File: config.mk
export PLATFORM = sky130hd
export DESIGN_NAME = basca_top
export DESIGN_NICKNAME = d
export VERILOG_FILES = /design/src/hw/basca_pkg.sv /design/src/hw/basca_rf_if.sv /design/src/hw/basca_regfile.sv /design/src/hw/basca_top.sv
export SDC_FILE = /design/constraint.sdc
export NUM_CORES = 1
export LEC_CHECK = 0
export BUFFER_PORTS_ARGS = -buffer_cell sky130_fd_sc_hd__clkbuf_2
export CAP_MARGIN = 20
export CORE_MARGIN = 8
export CORE_UTILIZATION = 45
export CTS_CLUSTER_SIZE = 20
export DETAILED_ROUTE_END_ITERATION = 8
export SLEW_MARGIN = 40
export SYNTH_ARGS = -nofsm -noshare
export SYNTH_HDL_FRONTEND = slang
export SYNTH_SLANG_ARGS = --single-unit
File: constraint.sdc
create_clock -name i_clk_sys -period 3.75 [get_ports i_clk_sys]
set_clock_uncertainty 0.2 [all_clocks]
set_input_delay 0.375 -clock i_clk_sys [delete_from_list [all_inputs] [get_ports i_clk_sys]]
set_output_delay 0.375 -clock i_clk_sys [all_outputs]
set_load 0.05 [all_outputs]
File: src/hw/basca_pkg.sv
package basca_pkg;

  // ****************************************************************
  // widths
  // ****************************************************************
  localparam int DW = 8;   // data byte
  localparam int AW = 16;  // memory address
  localparam int RW = 3;   // general register index

  // ****************************************************************
  // register file layout and fixed addresses
  // ****************************************************************
  localparam logic [RW-1:0] REG_ACC  = 3'h1;  // accumulator
  localparam logic [RW-1:0] REG_E    = 3'h4;  // pointer_pair_two, low byte
  localparam logic [RW-1:0] REG_D    = 3'h5;  // pointer_pair_two, high byte
  localparam logic [RW-1:0] REG_L    = 3'h6;  // pointer_pair_three, low byte
  localparam logic [RW-1:0] REG_H    = 3'h7;  // pointer_pair_three, high byte
  localparam int            NUM_REGS = 8;

  localparam logic [DW-1:0] PAGE_HI    = 8'hFE;     // upper byte, paged indirect
  localparam logic [AW-1:0] SADDR_BASE = 16'hFE20;  // short direct window FE20H..FF1FH

  // ****************************************************************
  // reset values
  // ****************************************************************
  localparam logic [DW-1:0] REG_RESET  = 8'h00;
  localparam logic [AW-1:0] ADDR_RESET = 16'h0000;
  localparam logic          FLAG_RESET = 1'b0;

  // ****************************************************************
  // operations and operand forms
  // ****************************************************************
  typedef enum logic [1:0] {
    OP_ADD,                  // sum, carry in ignored
    OP_SUM_WITH_CARRY_IN,    // sum_with_carry_in_op
    OP_SUB                   // difference, carry in ignored
  } basca_op_t;

  typedef enum logic [3:0] {
    F_IMM_ACC,    // A    <- A  op #byte
    F_IMM_SADDR,  // mem  <- mem op #byte, short direct
    F_IMM_SFR,    // sfr  <- sfr op #byte
    F_REG_REG,    // r    <- r  op r'
    F_ACC_SADDR,  // A    <- A  op short direct byte
    F_ACC_SFR,    // A    <- A  op sfr
    F_ACC_PAGED,  // A    <- A  op (FE00H + page_offset_register)
    F_ACC_PAIR3,  // A    <- A  op (pointer_pair_three)
    F_ACC_PAIR2,  // A    <- A  op (pointer_pair_two)
    F_ACC_INDEX   // A    <- A  op (word + index_register_operand)
  } basca_form_t;

  // alu answer: carry, half carry, result
  typedef struct packed {
    logic          cy;
    logic          ac;
    logic [DW-1:0] res;
  } basca_alu_t;

endpackage

File: src/hw/basca_rf_if.sv
`timescale 1ns/10ps
interface basca_rf_if;
  import basca_pkg::*;
  logic [RW-1:0] raddr_a;
  logic [RW-1:0] raddr_b;
  logic [RW-1:0] raddr_c;
  logic [DW-1:0] rdata_a;
  logic [DW-1:0] rdata_b;
  logic [DW-1:0] rdata_c;
  logic          we;
  logic [RW-1:0] waddr;
  logic [DW-1:0] wdata;

  modport ctrl  (output raddr_a, raddr_b, raddr_c, we, waddr, wdata,
                 input  rdata_a, rdata_b, rdata_c);
  modport store (input  raddr_a, raddr_b, raddr_c, we, waddr, wdata,
                 output rdata_a, rdata_b, rdata_c);
endinterface

File: src/hw/basca_regfile.sv
`timescale 1ns/10ps
module basca_regfile (
  // clock and reset
  input  wire logic  i_clk_sys,
  input  wire logic  i_resetn,
  // register access
  basca_rf_if.store  rf
);
  import basca_pkg::*;

  logic [DW-1:0] mem [NUM_REGS];

  // ****************************************************************
  // storage, one write port
  // ****************************************************************
  always_ff @(posedge i_clk_sys or negedge i_resetn) begin
    if (!i_resetn) begin
      for (int i = 0; i < NUM_REGS; i++) begin
        mem[i] <= REG_RESET;
      end
    end else if (rf.we) begin
      mem[rf.waddr] <= rf.wdata;
    end
  end

  // ****************************************************************
  // registered read ports; a write shows one cycle later
  // ****************************************************************
  always_ff @(posedge i_clk_sys or negedge i_resetn) begin
    if (!i_resetn) begin
      rf.rdata_a <= REG_RESET;
      rf.rdata_b <= REG_RESET;
      rf.rdata_c <= REG_RESET;
    end else begin
      rf.rdata_a <= mem[rf.raddr_a];
      rf.rdata_b <= mem[rf.raddr_b];
      rf.rdata_c <= mem[rf.raddr_c];
    end
  end

endmodule // basca_regfile

File: src/hw/basca_top.sv
// How it works
// - indexed address is 16-bit base plus register
// - addition sets carry on overflow, else clears
// - immediate add-with-carry into accumulator
// - short direct add-with-carry written back there
// - sfr add-with-carry written back to sfr
// - register pair add-with-carry into first register
// - paged address is FE00H plus register
// - pointer pair three operand added with carry
// - pointer pair two operand added with carry
// - sfr operand added with carry into accumulator
// - subtraction sets carry on borrow, else clears
// - short direct subtract ignores carry, writes back
// - register subtract stores into first register
// - paged subtract reads page FEH byte
`timescale 1ns/10ps
module basca_top
  import basca_pkg::*;
(
  // clock and reset
  input  wire logic                     i_clk_sys,
  input  wire logic                     i_resetn,
  // command
  input  wire logic                     i_cmd_valid,
  output logic                          o_cmd_ready,
  input  wire basca_pkg::basca_op_t     i_cmd_op,
  input  wire basca_pkg::basca_form_t   i_cmd_form,
  input  wire logic [basca_pkg::RW-1:0] i_cmd_dst,
  input  wire logic [basca_pkg::RW-1:0] i_cmd_src,
  input  wire logic [basca_pkg::DW-1:0] i_cmd_imm,
  input  wire logic [basca_pkg::DW-1:0] i_cmd_short,
  input  wire logic [basca_pkg::AW-1:0] i_cmd_word,
  output logic                          o_done,
  // result and flags
  output logic [basca_pkg::DW-1:0]      o_result,
  output logic                          o_carry_flag,
  output logic                          o_zero_flag,
  output logic                          o_half_carry_flag,
  input  wire logic                     i_carry_load,
  input  wire logic                     i_carry_value,
  // general register access while idle
  input  wire logic                     i_reg_wr,
  input  wire logic [basca_pkg::RW-1:0] i_reg_addr,
  input  wire logic [basca_pkg::DW-1:0] i_reg_wdata,
  output logic [basca_pkg::DW-1:0]      o_reg_rdata,
  // data bus to memory and special function registers
  output logic                          o_bus_req,
  output logic                          o_bus_we,
  output logic                          o_bus_sfr,
  output logic [basca_pkg::AW-1:0]      o_bus_addr,
  output logic [basca_pkg::DW-1:0]      o_bus_wdata,
  input  wire logic                     i_bus_ack,
  input  wire logic [basca_pkg::DW-1:0] i_bus_rdata
);
  import basca_pkg::*;

  // ****************************************************************
  // arithmetic
  // ****************************************************************
  // one function for every form keeps the flag rules in one place
  function automatic basca_alu_t alu(input basca_op_t op, input logic [DW-1:0] a,
                                     input logic [DW-1:0] b, input logic cin);
    basca_alu_t    r;
    logic [DW:0]   full;
    logic [4:0]    low;
    logic          c;
    r    = '{cy: 1'b0, ac: 1'b0, res: '0};
    c    = (op == OP_SUM_WITH_CARRY_IN) ? cin : 1'b0;
    if (op == OP_SUB) begin
      full = {1'b0, a} - {1'b0, b};
      low  = {1'b0, a[3:0]} - {1'b0, b[3:0]};
    end else begin
      full = {1'b0, a} + {1'b0, b} + {{DW{1'b0}}, c};
      low  = {1'b0, a[3:0]} + {1'b0, b[3:0]} + {4'h0, c};
    end
    r.res = full[DW-1:0];
    r.cy  = full[DW];
    r.ac  = low[4];
    return r;
  endfunction

  // true for forms whose destination sits on the data bus
  function automatic logic dst_on_bus(input basca_form_t f);
    return (f == F_IMM_SADDR) || (f == F_IMM_SFR);
  endfunction

  // forms whose operands all come from the register file and the command
  function automatic logic regs_only(input basca_form_t f);
    return (f == F_IMM_ACC) || (f == F_REG_REG);
  endfunction

  // register that is first operand and destination; the accumulator by default
  function automatic logic [RW-1:0] reg_target(input basca_form_t f,
                                               input logic [RW-1:0] d);
    return (f == F_REG_REG) ? d : REG_ACC;
  endfunction

  // forms that address special function register space
  function automatic logic sfr_space(input basca_form_t f);
    return (f == F_IMM_SFR) || (f == F_ACC_SFR);
  endfunction

  // ****************************************************************
  // state and storage
  // ****************************************************************
  typedef enum logic [2:0] {S_IDLE, S_READ, S_ADDR, S_MEM, S_EXEC, S_WB} basca_state_t;

  basca_state_t  state;
  basca_state_t  next_state;
  basca_op_t     op;
  basca_form_t   form;
  logic [RW-1:0] dst;
  logic [RW-1:0] src;
  logic [DW-1:0] imm;
  logic [DW-1:0] short_ofs;
  logic [AW-1:0] word;
  logic [DW-1:0] opa;
  logic [DW-1:0] opb;
  logic          mem_is_sfr;
  basca_alu_t    alu_out;
  logic          retire_reg;

  // register file; read data arrive one cycle after the address
  basca_rf_if rf ();

  basca_regfile u_regfile (
    .i_clk_sys (i_clk_sys),
    .i_resetn  (i_resetn),
    .rf        (rf.store)
  );

  // the alu sees the carry flag as it stands before the instruction retires
  assign alu_out     = alu(op, opa, opb, o_carry_flag);
  assign retire_reg  = (state == S_EXEC) && !dst_on_bus(form);

  // handshake and bus strobes decode the state directly
  assign o_cmd_ready = (state == S_IDLE);
  assign o_bus_req   = (state == S_MEM) || (state == S_WB);
  assign o_bus_we    = (state == S_WB);

  // data outputs all come from flip-flops
  assign o_bus_sfr   = mem_is_sfr;
  assign o_bus_wdata = o_result;
  assign o_reg_rdata = rf.rdata_c;

  // ****************************************************************
  // sequencer
  // ****************************************************************
  // bus steps wait for the acknowledge, idle waits for a command, every other step takes one cycle
  always_comb begin
    next_state = state;
    unique case (state)
      S_IDLE: if (i_cmd_valid) next_state = S_READ;
      S_READ: next_state = S_ADDR;
      S_ADDR: next_state = regs_only(form) ? S_EXEC : S_MEM;
      S_MEM:  if (i_bus_ack) next_state = S_EXEC;
      S_EXEC: next_state = dst_on_bus(form) ? S_WB : S_IDLE;
      S_WB:   if (i_bus_ack) next_state = S_IDLE;
    endcase
  end

  // state register
  always_ff @(posedge i_clk_sys or negedge i_resetn) begin
    if (!i_resetn) begin
      state <= S_IDLE;
    end else begin
      state <= next_state;
    end
  end

  // done pulses as the last step retires
  always_ff @(posedge i_clk_sys or negedge i_resetn) begin
    if (!i_resetn) begin
      o_done <= 1'b0;
    end else begin
      o_done <= retire_reg || ((state == S_WB) && i_bus_ack);
    end
  end

  // ****************************************************************
  // command capture; held for the whole instruction
  // ****************************************************************
  // the command inputs are free to move once the take edge has passed
  always_ff @(posedge i_clk_sys or negedge i_resetn) begin
    if (!i_resetn) begin
      op        <= OP_ADD;
      form      <= F_IMM_ACC;
      dst       <= '0;
      src       <= '0;
      imm       <= REG_RESET;
      short_ofs <= REG_RESET;
      word      <= ADDR_RESET;
    end else if (o_cmd_ready && i_cmd_valid) begin
      op        <= i_cmd_op;
      form      <= i_cmd_form;
      dst       <= i_cmd_dst;
      src       <= i_cmd_src;
      imm       <= i_cmd_imm;
      short_ofs <= i_cmd_short;
      word      <= i_cmd_word;
    end
  end

  // ****************************************************************
  // register file ports
  // ****************************************************************
  // port a: destination, port b: source or low pointer, port c: high pointer
  always_comb begin
    rf.raddr_a = reg_target(form, dst);
    rf.raddr_b = src;
    rf.raddr_c = i_reg_addr;
    unique case (form)
      F_ACC_PAIR3: begin
        rf.raddr_b = REG_L;
        rf.raddr_c = REG_H;
      end
      F_ACC_PAIR2: begin
        rf.raddr_b = REG_E;
        rf.raddr_c = REG_D;
      end
      default: ;
    endcase
    // outside the read step port c serves the register access port
    if (state != S_READ) begin
      rf.raddr_c = i_reg_addr;
    end
  end

  // results go back to a register unless the destination is on the bus
  always_comb begin
    rf.we    = 1'b0;
    rf.waddr = i_reg_addr;
    rf.wdata = i_reg_wdata;
    if (retire_reg) begin
      rf.we    = 1'b1;
      rf.waddr = reg_target(form, dst);
      rf.wdata = alu_out.res;
    end else if (state == S_IDLE) begin
      rf.we    = i_reg_wr;                                      // outside writes only while idle
    end
  end

  // ****************************************************************
  // operands and effective address
  // ****************************************************************
  // the address is registered, so the bus never sees it settle mid-cycle
  always_ff @(posedge i_clk_sys or negedge i_resetn) begin
    if (!i_resetn) begin
      opa        <= REG_RESET;
      opb        <= REG_RESET;
      o_bus_addr <= ADDR_RESET;
      mem_is_sfr <= 1'b0;
    end else if (state == S_ADDR) begin
      opa        <= rf.rdata_a;
      opb        <= (form == F_REG_REG) ? rf.rdata_b : imm;
      mem_is_sfr <= sfr_space(form);
      unique case (form)
        F_IMM_SADDR, F_ACC_SADDR:
          o_bus_addr <= SADDR_BASE + {8'h00, short_ofs};
        F_IMM_SFR, F_ACC_SFR:
          o_bus_addr <= {8'h00, short_ofs};
        F_ACC_PAGED:
          o_bus_addr <= {PAGE_HI, rf.rdata_b};
        F_ACC_PAIR3, F_ACC_PAIR2:
          o_bus_addr <= {rf.rdata_c, rf.rdata_b};
        F_ACC_INDEX:
          o_bus_addr <= word + {8'h00, rf.rdata_b};
        default:
          o_bus_addr <= o_bus_addr;
      endcase
    end else if (state == S_MEM && i_bus_ack) begin
      // the fetched byte is the destination for write-back forms
      if (dst_on_bus(form)) begin
        opa <= i_bus_rdata;
      end else begin
        opb <= i_bus_rdata;
      end
    end
  end

  // ****************************************************************
  // result and flags
  // ****************************************************************
  // result byte stands until the next instruction executes
  always_ff @(posedge i_clk_sys or negedge i_resetn) begin
    if (!i_resetn) begin
      o_result <= REG_RESET;
    end else if (state == S_EXEC) begin
      o_result <= alu_out.res;                                   // also the write-back byte
    end
  end

  // an instruction's own flag update wins over an outside carry load
  always_ff @(posedge i_clk_sys or negedge i_resetn) begin
    if (!i_resetn) begin
      o_carry_flag      <= FLAG_RESET;
      o_zero_flag       <= FLAG_RESET;
      o_half_carry_flag <= FLAG_RESET;
    end else if (state == S_EXEC) begin
      o_carry_flag      <= alu_out.cy;
      o_zero_flag       <= (alu_out.res == '0);
      o_half_carry_flag <= alu_out.ac;
    end else if (i_carry_load) begin
      o_carry_flag      <= i_carry_value;
    end
  end

endmodule // basca_top

==> qor.yml <==
outcome:
  outcome: "finished, final reports clean"
floorplanning:
  rows: 56
  dieArea_um2: 29000
  boundaryPins: 118
  die_h_um: 170
  die_w_um: 170
  start_util_pct: 45.7
  core_um2: 23400
cts:
  cts.clk_slew.worst_paths_ns: 0.07
  post-cts-setup-buffers: 0
  clock_path_buffers: 2
  cts_buffers: 17
  ctsResizeCount: 0
  insertion_delay_ns: 0.43
  cts_tree: "done"
  cts_root_buffer: "clkbuf_16"
  cts.sinks: 180
  hold_buffers: 42
  h-tree-depth: 4
critical_path:
  worstSetupPathType: "flip-flop to flip-flop"
  crit_fanout: 8
  cp.required_ns: 3.87
  startpoint_type: "flip-flop"
  end_kind: "flip-flop"
  critPathArrivalTime_ns: 3.12
global_route:
  grt_max_degree: 68
  antenna_found_initial: 0
  grt_use_total_pct: 22.7
  grt_pass1_wl_um: 51500
  first_global_vias: 8756
  gr-total-overflow: 0
final_layout:
  antenna_cells: 0
  final_cell_mix: "222 x nand2_1, 180 x dfrtp_1, 116 x clkbuf_2"
  fin_nets: 1378
  area_growth_pct: 17.2
  final_common_cell: "nand2_1"
  drive_gt1_share_pct: 21.8
job:
  maxCapViolations: 0
power_and_ir_drop:
  leakage_nw: 5.58
  ir_drop_v: 0.000400
  power_density_nw_per_um2: 996
routing:
  vias: 9085
  dr.pass1.iters: 5
  ant_nets: 0
  via_per_inst: 5.64
  wl_per_cell_um: 20.3
  dr.first_iter.drc_count: 761
  drc: 0
  wl_um: 32700
timing:
  period_minus_slack_ns: 3.00
  hold_violations: 0
  fin_crit_sh_pct: 79.9
  clock.fmax_mhz: 334
  rsz0062_at_grt: "false"
  tightest_slew_ns: 0.822
  max_slew_margin_pct: 45.1
  hold_ws_ns: 0.00343
  setup_viol: 0
  setup-tns-final_ns: 0
  slew_violations: 0
logic_synthesis:
  synth_seq_area_share_pct: 42.1
  synth.top_cells.by_area: "dfrtp_1 42%, nand2_1 7.8%, mux2_2 5.3%, o21ai_0 4.4%, mux2i_1 3.9%"
  synthCells: 1143
  synth_ff_type: "dfrtp_1"
  yosysWarningCount: 0
  synth-seq-cells: 180
  yosysTopAreaCell: "dfrtp_1"
  synth.cell_area_um2: 10700
  synth_edf_count: 0
  synthArstFlopShare_pct: 100
  synth_top_area_share_pct: 42.1
  syn-num-nets: 1241
  synth_area_per_cell_um2: 9.36
  synth_cell_types: 87
placed_design:
  numPortBuffers: 117
  hpwl_um: 23000
  gp_congestion: 0.880
hold_path:
  hold_class: "primary input to flip-flop"
## cells in the mapped netlist, types with 14 or more instances
cell,count
dfrtp_1,180
mux2i_1,42
mux2_2,50
o21ai_1,14
nand3_1,48
a21oi_1,61
inv_1,23
and2_1,18
o21ai_0,93
ha_1,24
nor2_1,51
nand2_1,222
clkbuf_1,24
buf_2,26
a211oi_1,21
## worst max-delay path, cell delays in order (launching register included)
cell and delay (ns):
dfrtp_1 0.41, nand2_1 0.07, nor2_1 0.05, fa_1 0.43
fa_1 0.42, nand2b_1 0.12, a2111oi_0 0.14, o41ai_1 0.34
a21o_1 0.23, a31oi_4 0.14, mux2_1 0.32
## cells by family (layout without fill, tap and decap cells)
family / count (synthesis) / count (layout) / synth area share [%]
buffers and inverters: 98 / 248 / 4.77
xor gates and xnor gates: 17 / 17 / 1.46
adders and majority gates: 28 / 28 / 3.56
muxes: 107 / 107 / 10.9
DFF: 180 / 180 / 42.1
and+or+nand+nor: 407 / 407 / 17.7
AOI/OAI and AO/OA: 306 / 306 / 19.5
## sequential cells by signal, indices dropped and copies added, names as in the netlist, 2 cells and up
signal	count
op	2
o_bus_addr	16
dst	3
u_regfile.mem	64
o_bus_wdata	8
u_regfile.rf.rdata_b	8
state	3
imm	8
word	16
opb	8
u_regfile.rf.rdata_a	8
short_ofs	8
u_regfile.rf.rdata_c	8
form	4
src	3
opa	8
## metrics by stage
| step | setup WS (ns) | area, um^2 | util (%) | total power, mW | instances |
|---|---|---|---|---|---|
| 2_1_floorplan | 0.747 | 10700 | - | 8.79 | 1143 |
| 3_3_place_gp | 0.806 | 11500 | 49.3 | 10.5 | 1538 |
| 3_5_place_dp | 0.792 | 11500 | 49.3 | 10.6 | 1538 |
| 4_1_cts | 0.776 | 12500 | 53.6 | 12.5 | 1612 |
| 5_1_grt | 0.612 | 12500 | 53.6 | 13.4 | 1612 |
| 6_report | 0.753 | 12500 | 53.6 | 12.5 | 1612 |
## where the power goes
part / internal (mW) / switching (mW) / total [mW] / leakage [nW]
Sequential: 2.91 / 1.04 / 3.95 / 2.19
Clock: 0.936 / 0.839 / 1.77 / 0.283
Combinational: 2.50 / 4.26 / 6.77 / 3.11
## layer usage
layer | wire [um] | GRT usage, % | up-vias
met5 | 0 | 0 | -
li1 | - | - | 4326
met4 | 673 | 6.52 | 0
met3 | 1980 | 4.01 | 43
met1 | 14800 | 31.4 | 4380
met2 | 15200 | 35.7 | 336
## final timing paths
check                                     to               startpoint  slack, ns  depth (start not counted)
max                        u_regfile.mem[62]                    op[0]       0.75                         10
min                                  form[3]            i_cmd_form[3]      0.003                          3
max reg2reg                u_regfile.mem[62]                    op[0]       0.75                         10
min reg2reg                           opa[6]  u_regfile.rf.rdata_a[6]       0.26                          2
max in group asynchronous            form[2]                 i_resetn       2.21                          3
min in group asynchronous     o_bus_wdata[2]                 i_resetn       0.33                          2
## layout make-up
type | count | area [um^2]
inverter | 23 | 86.3
timing repair buffer | 193 | 1280
fill | 2216 | 10900
sequential | 180 | 4500
clock buffer | 17 | 425
multi-input combinational | 865 | 5700
tap | 319 | 399
clock inverter | 15 | 145
Note: power is estimated with default switching activity, not from simulation.
